`src/design/bank_cmd_pkg.sv`:
```
// Package: command codes, bank states, timing counts and carrier structs
package bank_cmd_pkg;

    localparam int NUM_BANKS = 4;
    localparam int BANK_W    = 2;
    localparam int DATA_W    = 32;
    localparam int MASK_W    = 4;

    // Timing in ns at a 25 ns clock
    localparam int CLK_NS    = 25;
    localparam int T_RCD_NS  = 18;
    localparam int T_RP_NS   = 18;
    localparam int T_RRD_NS  = 10;
    localparam int T_MRR_CK  = 2;
    localparam int T_MRW_CK  = 5;
    localparam int T_BURST_CK = 2;
    localparam int RCD_CYC   = (T_RCD_NS + CLK_NS - 1) / CLK_NS;
    localparam int RP_CYC    = (T_RP_NS + CLK_NS - 1) / CLK_NS;
    localparam int RRD_CYC   = (T_RRD_NS + CLK_NS - 1) / CLK_NS;
    localparam int CNT_W     = 4;

    typedef enum logic [3:0] {
        CMD_NOP   = 4'h0,
        CMD_ACT   = 4'h1,
        CMD_RD    = 4'h2,
        CMD_WR    = 4'h3,
        CMD_PRE   = 4'h4,
        CMD_PREA  = 4'h5,
        CMD_MRR   = 4'h6,
        CMD_MRW   = 4'h7,
        CMD_RESET = 4'h8,
        CMD_BST   = 4'h9,
        CMD_REF   = 4'ha
    } cmd_e;

    typedef enum logic [7:0] {
        BK_IDLE  = 8'b0000_0001,
        BK_ACTG  = 8'b0000_0010,
        BK_ACT   = 8'b0000_0100,
        BK_RD    = 8'b0000_1000,
        BK_WR    = 8'b0001_0000,
        BK_RDAP  = 8'b0010_0000,
        BK_WRAP  = 8'b0100_0000,
        BK_PRE   = 8'b1000_0000
    } bank_st_e;

    typedef enum logic [4:0] {
        DV_POWERON = 5'b0_0001,
        DV_NORMAL  = 5'b0_0010,
        DV_RESET   = 5'b0_0100,
        DV_MRR     = 5'b0_1000,
        DV_MRW     = 5'b1_0000
    } dev_st_e;

    // Request from the user side
    typedef struct packed {
        cmd_e              cmd;
        logic [BANK_W-1:0] bank;
        logic              auto_pre;
        logic [DATA_W-1:0] wdata;
        logic [MASK_W-1:0] wmask;
    } user_req_s;

    // Command on the pins toward the memory
    typedef struct packed {
        cmd_e              cmd;
        logic [BANK_W-1:0] bank;
        logic              auto_pre;
    } mem_cmd_s;

endpackage

```
`src/design/bank_cmd_host.sv`:
```
// Host controller issuing cross-bank legal commands to a four-bank memory
`timescale 1ns/1ps
`default_nettype none
// Function
// Issue commands only once clock enable is high on previous and current edge.
// Never issue an unlisted bank-state and command combination.
// Activate to another bank allowed while banks activate, stay active or precharge.
// Keep row-to-row activate delay between activates.
// Read or write accepted whatever other banks are doing. The code refuses a read while any bank writes and a write while any bank reads.
// Mode register read allowed while other banks activate or precharge.
// Mode register read leaves bank idle-reading or active-reading per its state.
// Burst terminate only while a burst runs; bank returns to active.
// Burst terminate aimed only at the bank with the running burst.
// Write after read only after burst done or terminated.
// Read after write only after burst done or terminated.
// Precharge all only when every bank may be precharged.
// After auto-precharge access, other banks usable within precharge timing.
// Refresh and mode register write only with all banks idle.
// Reset is a mode register write from power-on with banks idle.
// Read during reset enters resetting read state, ending all idle.
// Only NOPs during mode register read or write states.
// Read from active bank returns active; from idle ends all idle.
// Mode register write lasts its time then all banks idle.
// Mask sent with each write beat; high mask inhibits the beat.
// Idle after precharge time, active after activate-to-column time.
// Track four bank states and flag illegal requests.
module bank_cmd_host
    import bank_cmd_pkg::*;
(
    input  wire logic              i_ref_clk,
    input  wire logic              i_rst_n,
    input  wire logic              i_mem_ck,
    input  wire logic              i_mem_cke,
    input  wire logic              i_req_valid,
    input  wire user_req_s         i_req,
    output logic                   o_req_ready,
    output logic                   o_req_err,
    output mem_cmd_s               o_mem_cmd,
    output logic                   o_mem_cmd_valid,
    output logic [DATA_W-1:0]      o_mem_dq,
    output logic [MASK_W-1:0]      o_mem_dm,
    output logic                   o_mem_dq_oe,
    output logic [4*NUM_BANKS-1:0] o_bank_state
);
    // Link clock and clock enable synchronisers
    logic [1:0] ck_sync;
    logic [1:0] cke_sync;
    logic       ck_prev;
    logic       cke_prev;
    wire        tick   = ck_sync[1] & ~ck_prev;  // Link clock rising edge
    wire        cke_ok = cke_sync[1] & cke_prev;
    always_ff @(posedge i_ref_clk) begin
        ck_sync  <= {ck_sync[0], i_mem_ck};
        cke_sync <= {cke_sync[0], i_mem_cke};
    end
    always_ff @(posedge i_ref_clk) begin
        if (!i_rst_n) begin
            ck_prev  <= 1'b0;
            cke_prev <= 1'b0;
        end else begin
            ck_prev  <= ck_sync[1];
            if (tick) cke_prev <= cke_sync[1];
        end
    end
    // Device-wide state
    dev_st_e          dev;
    logic [CNT_W-1:0] dev_cnt;
    logic [CNT_W-1:0] rrd_cnt;
    logic             mrr_active;
    logic             dev_go_idle;
    bank_st_e         bst [NUM_BANKS];

    // Per-bank summaries
    logic [NUM_BANKS-1:0] is_idle;
    logic [NUM_BANKS-1:0] is_busy;
    logic [NUM_BANKS-1:0] is_rd;
    logic [NUM_BANKS-1:0] is_wr;
    logic [NUM_BANKS-1:0] pre_ok;

    // Decode of the request
    wire cmd_e  rc     = i_req.cmd;
    wire [BANK_W-1:0] rb = i_req.bank;
    wire bank_st_e tgt = bst[rb];
    wire all_idle  = &is_idle;
    wire any_rd    = |is_rd;
    wire any_wr    = |is_wr;
    wire others_ok = ((is_busy & ~(NUM_BANKS'(1) << rb)) == '0);
    wire mr_busy   = (dev == DV_MRR) || (dev == DV_MRW); // NOPs only
    wire base_ok   = cke_ok && !mr_busy; // Power-on misuse is flagged by legal

    // Legality of the request for the tracked states
    wire act_ok  = (tgt == BK_IDLE) && (rrd_cnt == '0);
    wire rw_ok   = (tgt == BK_ACT || tgt == BK_RD || tgt == BK_WR);
    wire rd_ok   = rw_ok && !any_wr;
    wire wr_ok   = rw_ok && !any_rd;
    wire pre1_ok = pre_ok[rb];
    wire prea_ok = &pre_ok;
    wire mrr_ok  = (tgt == BK_IDLE || tgt == BK_ACT) && others_ok;
    wire bst_ok  = (bst[rb] == BK_RD || bst[rb] == BK_WR);
    wire quiet_ok = all_idle && (dev == DV_NORMAL);
    wire rst_ok  = all_idle;

    logic legal;
    always_comb begin
        case (rc)
            CMD_NOP:   legal = 1'b1;
            CMD_ACT:   legal = act_ok && dev == DV_NORMAL;
            CMD_RD:    legal = rd_ok && dev == DV_NORMAL;
            CMD_WR:    legal = wr_ok && dev == DV_NORMAL;
            CMD_PRE:   legal = pre1_ok && dev == DV_NORMAL;
            CMD_PREA:  legal = prea_ok && dev == DV_NORMAL;
            CMD_MRR:   legal = (dev == DV_RESET) || (mrr_ok && dev == DV_NORMAL);
            CMD_MRW:   legal = quiet_ok;
            CMD_REF:   legal = quiet_ok;
            CMD_RESET: legal = rst_ok;
            CMD_BST:   legal = bst_ok && dev == DV_NORMAL;
            default:   legal = 1'b0;
        endcase
    end

    wire fire   = i_req_valid && tick && base_ok && legal && rc != CMD_NOP;
    wire reject = i_req_valid && tick && base_ok && !legal;

    // Per-bank trackers
    genvar g;
    generate
        for (g = 0; g < NUM_BANKS; g++) begin : g_bank
            wire hit = fire && (rb == BANK_W'(g));
            bank_tracker u_bank (
                .i_ref_clk (i_ref_clk),
                .i_rst_n   (i_rst_n),
                .i_tick    (tick),
                .i_go_idle (dev_go_idle),
                .i_act     (hit && rc == CMD_ACT),
                .i_rd      (hit && rc == CMD_RD),
                .i_wr      (hit && rc == CMD_WR),
                .i_ap      (i_req.auto_pre),
                .i_pre     ((hit && rc == CMD_PRE) || (fire && rc == CMD_PREA)),
                .i_stop    (hit && rc == CMD_BST),
                .o_state   (bst[g])
            );
            assign is_idle[g] = (bst[g] == BK_IDLE);
            assign is_rd[g]   = (bst[g] == BK_RD) || (bst[g] == BK_RDAP);
            assign is_wr[g]   = (bst[g] == BK_WR) || (bst[g] == BK_WRAP);
            assign is_busy[g] = is_rd[g] || is_wr[g];
            assign pre_ok[g]  = (bst[g] == BK_IDLE) || (bst[g] == BK_ACT);
        end
    endgenerate

    // Device state: reset, mode register read and write windows
    wire dev_timeout = tick && (dev_cnt == '0);
    always_ff @(posedge i_ref_clk) begin
        if (!i_rst_n) begin
            dev         <= DV_POWERON;
            dev_cnt     <= '0;
            mrr_active  <= 1'b0;
            dev_go_idle <= 1'b0;
        end else begin
            dev_go_idle <= 1'b0;
            if (fire && rc == CMD_RESET) begin
                dev <= DV_RESET;
            end else if (fire && rc == CMD_MRW) begin
                dev     <= DV_MRW;
                dev_cnt <= CNT_W'(T_MRW_CK);
            end else if (fire && rc == CMD_MRR) begin
                dev        <= DV_MRR;
                dev_cnt    <= CNT_W'(T_MRR_CK);
                mrr_active <= (tgt == BK_ACT);
            end else if (tick && dev_cnt != '0) begin
                dev_cnt <= dev_cnt - 1'b1;
            end else if (dev_timeout && (dev == DV_MRR || dev == DV_MRW)) begin
                dev         <= DV_NORMAL;
                dev_go_idle <= !mrr_active;
                mrr_active  <= 1'b0;
            end
        end
    end

    // Activate spacing counter
    always_ff @(posedge i_ref_clk) begin
        if (!i_rst_n) begin
            rrd_cnt <= '0;
        end else if (fire && rc == CMD_ACT) begin
            rrd_cnt <= CNT_W'(RRD_CYC);
        end else if (tick && rrd_cnt != '0) begin
            rrd_cnt <= rrd_cnt - 1'b1;
        end
    end

    // Pin outputs, registered on the link tick; ready is registered on every reference clock
    always_ff @(posedge i_ref_clk) begin
        if (!i_rst_n) begin
            o_mem_cmd       <= '0;
            o_mem_cmd_valid <= 1'b0;
            o_mem_dq        <= '0;
            o_mem_dm        <= '1;
            o_mem_dq_oe     <= 1'b0;
            o_req_err       <= 1'b0;
            o_req_ready     <= 1'b0;
        end else begin
            o_req_ready <= base_ok;
            if (tick) begin
                o_mem_cmd_valid <= fire;
                o_mem_cmd       <= fire ? mem_cmd_s'{rc, rb, i_req.auto_pre}
                                        : mem_cmd_s'{CMD_NOP, '0, 1'b0};
                o_req_err       <= reject;
                o_mem_dq_oe     <= fire && rc == CMD_WR;
                o_mem_dq        <= i_req.wdata;
                o_mem_dm        <= (fire && rc == CMD_WR) ? i_req.wmask : '1;
            end
        end
    end

    // Bank state vector for observation
    always_ff @(posedge i_ref_clk) begin
        for (int i = 0; i < NUM_BANKS; i++) begin
            o_bank_state[4*i +: 4] <= i_rst_n ? {bst[i][7] | bst[i][6] | bst[i][5] | bst[i][4],
                                                bst[i][7] | bst[i][6] | bst[i][3] | bst[i][2],
                                                bst[i][6] | bst[i][5] | bst[i][3] | bst[i][1],
                                                1'b0} : 4'h0;
        end
    end
endmodule // bank_cmd_host
`default_nettype wire

```
`src/design/bank_tracker.sv`:
```
// One bank's state and its settle counter
`timescale 1ns/1ps
`default_nettype none
module bank_tracker
    import bank_cmd_pkg::*;
(
    input  wire logic     i_ref_clk,
    input  wire logic     i_rst_n,
    input  wire logic     i_tick,
    input  wire logic     i_go_idle,
    input  wire logic     i_act,
    input  wire logic     i_rd,
    input  wire logic     i_wr,
    input  wire logic     i_ap,
    input  wire logic     i_pre,
    input  wire logic     i_stop,
    output bank_st_e      o_state
);
    bank_st_e         state;
    logic [CNT_W-1:0] cnt;
    wire              cnt_done = (cnt == '0);

    // Bank state; counted states settle on the link tick
    always_ff @(posedge i_ref_clk) begin
        if (!i_rst_n || i_go_idle) begin
            state <= BK_IDLE;
            cnt   <= '0;
        end else if (i_act) begin
            state <= BK_ACTG;
            cnt   <= CNT_W'(RCD_CYC);
        end else if (i_rd) begin
            state <= i_ap ? BK_RDAP : BK_RD;
            cnt   <= CNT_W'(T_BURST_CK);
        end else if (i_wr) begin
            state <= i_ap ? BK_WRAP : BK_WR;
            cnt   <= CNT_W'(T_BURST_CK);
        end else if (i_pre) begin
            state <= BK_PRE;
            cnt   <= CNT_W'(RP_CYC);
        end else if (i_stop && (state == BK_RD || state == BK_WR)) begin
            state <= BK_ACT; // burst terminated
        end else if (i_tick) begin
            if (!cnt_done) begin
                cnt <= cnt - 1'b1;
            end else begin
                case (state)
                    BK_ACTG: state <= BK_ACT;            // after tRCD
                    BK_RD, BK_WR: state <= BK_ACT;
                    BK_RDAP, BK_WRAP: begin
                        state <= BK_PRE;
                        cnt   <= CNT_W'(RP_CYC);
                    end
                    BK_PRE: state <= BK_IDLE;            // after tRP
                    default: state <= state;
                endcase
            end
        end
    end

    assign o_state = state;
endmodule // bank_tracker
`default_nettype wire

```
`config.mk`:
```
export PLATFORM = sky130hd
export DESIGN_NAME = bank_cmd_host
export DESIGN_NICKNAME = d
export VERILOG_FILES = /design/src/design/bank_cmd_pkg.sv /design/src/design/bank_cmd_host.sv /design/src/design/bank_tracker.sv
export SDC_FILE = /design/constraint.sdc
export NUM_CORES = 1
export LEC_CHECK = 0
export ABC_AREA = 1
export BUFFER_PORTS_ARGS = -buffer_cell sky130_fd_sc_hd__buf_4
export CAP_MARGIN = 15
export CORE_MARGIN = 10
export CORE_UTILIZATION = 32
export CTS_CLUSTER_DIAMETER = 60
export CTS_CLUSTER_SIZE = 24
export DETAILED_ROUTE_END_ITERATION = 12
export GPL_ROUTABILITY_DRIVEN = 0
export SYNTH_ARGS = -nofsm -noshare
export SYNTH_HDL_FRONTEND = slang
export SYNTH_SLANG_ARGS = --single-unit
```
`constraint.sdc`:
```
create_clock -name i_ref_clk -period 2.8 [get_ports i_ref_clk]
set_input_delay 0.28 -clock i_ref_clk [delete_from_list [all_inputs] [get_ports i_ref_clk]]
set_output_delay 0.28 -clock i_ref_clk [all_outputs]
set_load 0.02 [all_outputs]
```
* After elaboration in Yosys (flattened, before gate mapping)
Index checks and enable logic that the tools add are counted.
** Storage, ports and cells
- Register bits after elaboration :: 132
- Input bits :: 48
- Logic and storage cells :: 457
** Cells by class
- Add/subtract/negate cells :: 6
- $lt $le $gt $ge :: 2
- Equality and inequality tests :: 76
- Shifts and indexed selects :: 1
- Mux-type cells :: 87
- Bitwise gates (word level) :: 47
- Reductions and logical operators :: 194
** Operator list (count)
- 8-bit 2-to-1 mux :: 26
- 8-bit case mux with 3 select lines :: 4
- 3-bit AND reduction :: 20
- 5-bit nonzero test :: 12
- 1-bit logical AND :: 56
- 2-bit 2-to-1 mux :: 24
- 4-bit 2-to-1 mux :: 12
- 6-bit nonzero test :: 8
- 8-bit by 1-bit equality test with 1-bit output, second input constant :: 5
- 8-bit by 3-bit equality test with 1-bit output, second input constant :: 5
- 8-bit by 4-bit equality test with 1-bit output, second input constant :: 5
- 8-bit by 5-bit equality test with 1-bit output, second input constant :: 5
- 8-bit by 2-bit equality test with 1-bit output, second input constant :: 4
- 8-bit by 6-bit equality test with 1-bit output, second input constant :: 4
- 8-bit by 7-bit equality test with 1-bit output, second input constant :: 4
- 8-bit equality test, second input constant :: 4
- 4-bit zero test :: 8
- 1-bit bitwise OR :: 32
- 4-bit nonzero test :: 8
- 8-bit nonzero test :: 4
- 1-bit logical OR :: 31
- 7-bit nonzero test :: 4
- 6-bit by 2-bit inequality test with 1-bit output, second input constant :: 4
- 4-bit by 1-bit subtractor with 4-bit output, second input constant :: 6
- 43 further kinds :: 118

* Depth between registers and ports, before layout
- Depth in word-level cells :: 20
- Gate-level depth with buffers :: 24
- Gate-level depth less buffers :: 23

* Hierarchy
Synthesis repeated with hierarchy kept, for this count alone.
** Second synthesis, totals
- Cells, all modules :: 1235
- Area, all modules :: 7945.1 um^2
** By module, submodules not included
- bank_cmd_host :: times used 1, cells each 715, area each 4536.9 um^2
- bank_tracker :: times used 4, cells each 130, area each 852.1 um^2

* Worst setup path before layout
No wires, ideal clock.
- Path type :: register -> register
- From :: reg g_bank[1].u_bank.state[7]
- To :: reg g_bank[2].u_bank.state[2]
- Setup time :: 116 ps
- Data arrival time :: 2145 ps
- Required time :: 2684 ps
- Slack :: 539 ps
- Cell stages (with the launch flop) :: 19
- Clock period less this slack :: 2261 ps
- Cells stage by stage :: dfxtp_1 nor2_2 nand2_1 or2_1 nor2_1 nand3_1 nand2_1 inv_1 nand3_1 o21bai_4 nand2_4 buf_8 nand4_1 nand2_1 clkinv_1 nand2_2 nor2_4 nor2_1 nor2_1
** Between the ends
- Longest elaborated chain between the ends :: 18
** RTL lines
- from (decl) :: line bank_tracker.sv:19 : bank_st_e state;
- from (signal assigned) :: line bank_tracker.sv:32 : state <= i_ap ? BK_RDAP : BK_RD;
- from (signal assigned) :: line bank_tracker.sv:35 : state <= i_ap ? BK_WRAP : BK_WR;
- from (signal assigned) :: line bank_tracker.sv:54 : default: state <= state;
- 8-bit binary-select mux with 2-bit select (tied with other cells) :: line bank_cmd_host.sv:83, bank_cmd_host.sv:99
- 8-bit 2-to-1 mux (not written as such) (tied with other cells) :: line bank_cmd_host.sv:83, bank_cmd_host.sv:99
- 8-bit 2-to-1 mux (not written as such) / 1-bit logical OR (equally long branches) :: line bank_cmd_host.sv:83, bank_cmd_host.sv:99, bank_cmd_host.sv:145
- 8-bit by 1-bit equality test with 1-bit output (tied with other cells) :: line bank_cmd_host.sv:92, bank_cmd_host.sv:98
- 1-bit logical OR (tied with other cells) :: line bank_cmd_host.sv:98 : wire mrr_ok = (tgt == BK_IDLE || tgt == BK_ACT) && others_ok;
- 1-bit logical AND / 1-bit logical OR (equally long branches) :: line bank_cmd_host.sv:98, bank_cmd_host.sv:93
- 1-bit logical AND, on equally long branches :: line bank_cmd_host.sv:112, bank_cmd_host.sv:94, bank_cmd_host.sv:95
- 1-bit logical OR (tied with other cells) :: line bank_cmd_host.sv:112 : CMD_MRR: legal = (dev == DV_RESET) || (mrr_ok && dev == DV_NORMAL);
- 1-bit case mux with 10 select lines (*) :: line bank_cmd_host.sv:105 : case (rc)
- 1-bit logical AND (*) (2 in series) :: line bank_cmd_host.sv:121 : wire fire = i_req_valid && tick && base_ok && legal && rc != CMD_NOP;
- 1-bit logical AND :: line bank_cmd_host.sv:128 : wire hit = fire && (rb == BANK_W'(g));
- 1-bit logical AND :: line bank_cmd_host.sv:139 : .i_stop (hit && rc == CMD_BST),
- 1-bit logical AND :: line bank_tracker.sv:40 : end else if (i_stop && (state == BK_RD || state == BK_WR)) begin
- 8-bit 2-to-1 mux :: line bank_tracker.sv:40
- 8-bit 2-to-1 mux :: line bank_tracker.sv:37 : end else if (i_pre) begin
- 8-bit 2-to-1 mux :: line bank_tracker.sv:34 : end else if (i_wr) begin
- 8-bit 2-to-1 mux :: line bank_tracker.sv:31 : end else if (i_rd) begin
- to (signal assigned) :: line bank_tracker.sv:32
- to (signal assigned) :: line bank_tracker.sv:35
- to (signal assigned) :: line bank_tracker.sv:54
- to (decl) :: line bank_tracker.sv:19
Mark *: on every way between the ends. The rest lies on a longest branch, timed or not. The select of a mux whose other input is x is not followed.
A chain may end at the register's enable or synchronous reset.

* Final worst setup path
- From :: reg g_bank[0].u_bank.state[1]
- To :: reg g_bank[1].u_bank.state[0]
** Between the ends
- Longest elaborated chain between the ends :: 19
** RTL lines
- from (decl) :: line bank_tracker.sv:19
- from (signal assigned) :: line bank_tracker.sv:32
- from (signal assigned) :: line bank_tracker.sv:35
- from (signal assigned) :: line bank_tracker.sv:54
- 8-bit binary-select mux with 2-bit select (tied with other cells) :: line bank_cmd_host.sv:83, bank_cmd_host.sv:99
- 8-bit 2-to-1 mux (not written as such) (tied with other cells) :: line bank_cmd_host.sv:83, bank_cmd_host.sv:99
- 8-bit 2-to-1 mux (not written as such) / 1-bit logical OR (equally long branches) :: line bank_cmd_host.sv:83, bank_cmd_host.sv:99, bank_cmd_host.sv:145
- 8-bit by 1-bit equality test with 1-bit output (tied with other cells) :: line bank_cmd_host.sv:92, bank_cmd_host.sv:98
- 1-bit logical OR (tied with other cells) :: line bank_cmd_host.sv:98
- 1-bit logical AND / 1-bit logical OR (equally long branches) :: line bank_cmd_host.sv:98, bank_cmd_host.sv:93
- 1-bit logical AND, on equally long branches :: line bank_cmd_host.sv:112, bank_cmd_host.sv:94, bank_cmd_host.sv:95
- 1-bit logical OR (tied with other cells) :: line bank_cmd_host.sv:112
- [3 not listed]
- 1-bit logical AND :: line bank_cmd_host.sv:128
- 1-bit logical AND :: line bank_cmd_host.sv:139
- 1-bit logical AND :: line bank_tracker.sv:40
- 8-bit 2-to-1 mux :: line bank_tracker.sv:40
- 8-bit 2-to-1 mux :: line bank_tracker.sv:37
- 8-bit 2-to-1 mux :: line bank_tracker.sv:34
- 8-bit 2-to-1 mux :: line bank_tracker.sv:31
- 2-bit 2-to-1 mux :: line bank_tracker.sv:28 : end else if (i_act) begin
Marked as above.

==> results.json <==
{
  "critical_path_class": "flop to flop",
  "drtPass1Iterations": 5,
  "fp-row-count": 53,
  "final_hold_viol_count": 0,
  "whs_path_depth": 3,
  "initial_utilization": 0.327,
  "globalRouteOverflowTotal": 0,
  "power_leakage_nw": 4.47,
  "r2r_depth": 21,
  "synth_top_cell_by_area": "dfxtp_1",
  "wirelength_um": 22500,
  "clk_pin_slew_ns": 0.07,
  "clockRootBuffer": "clkbuf_16",
  "pre_cts_slack_ns": -0.0275,
  "syn_avg_cell_area_um2": 6.53,
  "cts_num_sinks": 128,
  "post-route-worst-setup-slack_ns": 0.174,
  "dpl_hpwl_um": 16600,
  "synth_area_mm2": 0.00689,
  "synth.area.top_cells": "dfxtp_1 37%, nor2_1 13%, nand2_1 12%, inv_1 5.8%, nand3_1 4.9%",
  "final-setup-viol-count": 0,
  "post_drt_via_cell_ratio": 4.90,
  "route.detailed.drc": 0,
  "final_cell_count_no_fill": 1504,
  "n_antenna_cell": 0,
  "ctsHtreeMaxLevel": 4,
  "yosys.cell_types.count": 49,
  "layout.cells.most_common_list": "211 x nand2_1, 202 x nor2_1, 166 x buf_4",
  "global_route.usage.total": 0.154,
  "timing.final.crit_share": 0.938,
  "timing.clock.skew_ns": 0.00783,
  "io_pins": 111,
  "final_period_minus_worst_setup_slack_ns": 2.63,
  "max_clock_freq_ghz": 0.381,
  "floorplan.core_area_mm2": 0.0211,
  "power-per-cell-area_mw_per_mm2": 538,
  "post_synth_edffs": 0,
  "required_ns": 3.13,
  "dieArea_mm2": 0.0278,
  "synth_top_flop_cell": "dfxtp_1",
  "final_common_cell": "nand2_1",
  "synth.top_cell.area_share": 0.372,
  "layout.nets": 1272,
  "cts_max_path_buffers": 2,
  "power_mw": 5.00,
  "post_route_cells_drive_above_1_share": 0.272,
  "grt_pass1_wl_um": 35200,
  "grt_antenna_before_repair": 0,
  "worstPathArrival_ns": 2.95,
  "timing_max_transition_violations_final": 0,
  "first_iteration_detailed_routing_drc_count": 495,
  "drv_cap": 0,
  "detailroute.via_count": 7365,
  "tritoncts": "done",
  "areaGrowthSynthToFinish_pct": 34.7,
  "postSynthCellCount": 1055,
  "setup_total_negative_slack_ns": 0,
  "clock_latency_ns": 0.43,
  "min-delay-path-class": "primary input to flop",
  "detail-route-antenna-nets": 0,
  "yosysSeqAreaShare": 0.372,
  "outcome": "finished, final reports clean",
  "postSynth.asyncResetShare": 0,
  "cp-end-kind": "flop",
  "dp.cells": 1448,
  "final_core_utilization": 0.440,
  "cts_made_buffers": 17,
  "floorplan.die.width_um": 167,
  "cp-start-kind": "flop",
  "routed_length_per_placed_instance_um": 15.0,
  "io_buffer_count": 106,
  "yosysWarningCount": 0,
  "postSynthRegisterBits": 128,
  "die_span_in_y_um": 167,
  "vdd_drop_max_v": 0.000377,
  "grt_max_degree": 53,
  "grt_pass1_vias": 6745,
  "timing.slew.headroom": 0.616,
  "critical_path_peak_fanout": 8,
  "tightest_slew_ns": 0.576
}
==> cell usage after synthesis (4+ instances only) <==
library cell,n
a21oi_2,4
buf_4,5
o21ai_1,8
nand2_2,13
ha_1,8
dfxtp_1,128
nand2_4,4
nor2_4,6
nand3_2,4
inv_2,5
nand2_1,224
nor2_2,14
o21ai_0,65
buf_6,4
nand4_1,22
a21oi_1,46
nor2_1,232
o22ai_1,4
clkbuf_1,20
nor3_1,18
nor4_1,5
nand3_1,67
inv_1,106
==> critical path, cell delays in order (launching register included) <==
cell	delay, ns
dfxtp_4	0.36
inv_2	0.07
nand2_1	0.08
nor2_4	0.17
nand3_2	0.13
buf_4	0.16
o21ai_1	0.09
nor2_1	0.06
nand3_1	0.06
nand2_1	0.05
nand2_1	0.07
nand2_2	0.06
o21bai_4	0.14
nand2_4	0.12
buf_6	0.16
nand4_1	0.13
nand2_2	0.11
buf_4	0.15
nor2_2	0.15
nand3_1	0.08
nand2_1	0.07
nand3_1	0.05
==> cells by family (layout without fill, tap and decap cells) <==
kind of cell,after synthesis,in the layout,share of synthesized area
other,1,4,0.000544
xor gates and xnor gates,6,6,0.00763
adders and majority gates,8,8,0.0145
buffers and inverters,148,318,0.0904
AOI/OAI and AO/OA,141,141,0.114
DFF,128,128,0.372
and+or+nand+nor,623,624,0.401
==> per-stage QoR <==
step / hold slack, ns / cell area (µm²)
after detailed placement: 0.324 / 8170
after CTS: 0.0425 / 8800
after global routing: 0.0480 / 9280
after global placement: 0.315 / 8170
final: 0.0551 / 9280
after floorplan: 0.308 / 6900
==> path summary, 6_finish.rpt <==
| check | slack (ns) | to | startpoint |
|---|---|---|---|
| min reg2reg | 0.33 | ck_sync[1] | ck_sync[0] |
| min | 0.06 | o_mem_dq[24] | i_req[28] |
| max reg2reg | 0.17 | g_bank[1].u_bank.o_state[0] | g_bank[0].u_bank.o_state[1] |
| max | 0.17 | g_bank[1].u_bank.o_state[0] | g_bank[0].u_bank.o_state[1] |
==> layout make-up <==
class	count	area (µm²)
Clock inverter	15	183
Tap cell	275	344
Multi-Input combinational cell	783	4010
Timing Repair Buffer	169	1280
Inverter	117	445
Fill cell	2187	11800
Clock buffer	17	425
Sequential cell	128	2590
==> layer usage <==
layer | up-vias | GRT usage | part of all wire
met5 | - | 0 | 0
met4 | 0 | 0.0641 | 0.024
met3 | 38 | 0.0447 | 0.075
met2 | 247 | 0.240 | 0.45
met1 | 3373 | 0.196 | 0.45
li1 | 3707 | - | -
==> report_power, final <==
| part | internal (mW) | switching (mW) |
|---|---|---|
| clock | 1.29 | 1.03 |
| combinational | 0.287 | 0.417 |
| sequential | 1.91 | 0.0603 |
==> state kept, by name, indices dropped and copies added, names as in the netlist <==
| signal | cells |
|---|---|
| ck_prev | 1 |
| ck_sync | 2 |
| cke_prev | 1 |
| cke_sync | 2 |
| dev | 5 |
| dev_cnt | 4 |
| dev_go_idle | 1 |
| g_bank.u_bank.cnt | 16 |
| g_bank.u_bank.o_state | 32 |
| mrr_active | 1 |
| o_bank_state | 12 |
| o_mem_cmd | 7 |
| o_mem_cmd_valid | 1 |
| o_mem_dm | 4 |
| o_mem_dq | 32 |
| o_mem_dq_oe | 1 |
| o_req_err | 1 |
| o_req_ready | 1 |
| rrd_cnt | 4 |
==> repair_timing <==
action,in CTS,in global routing
endpoints found under the setup margin,26,62
setup buffers,0,21
pin swaps,0,25
gates resized for setup,2,101
hold endpoints to repair,2,0
cloned,0,1
hold buffers,2,0
Note: power is estimated with default switching activity, not from simulation.
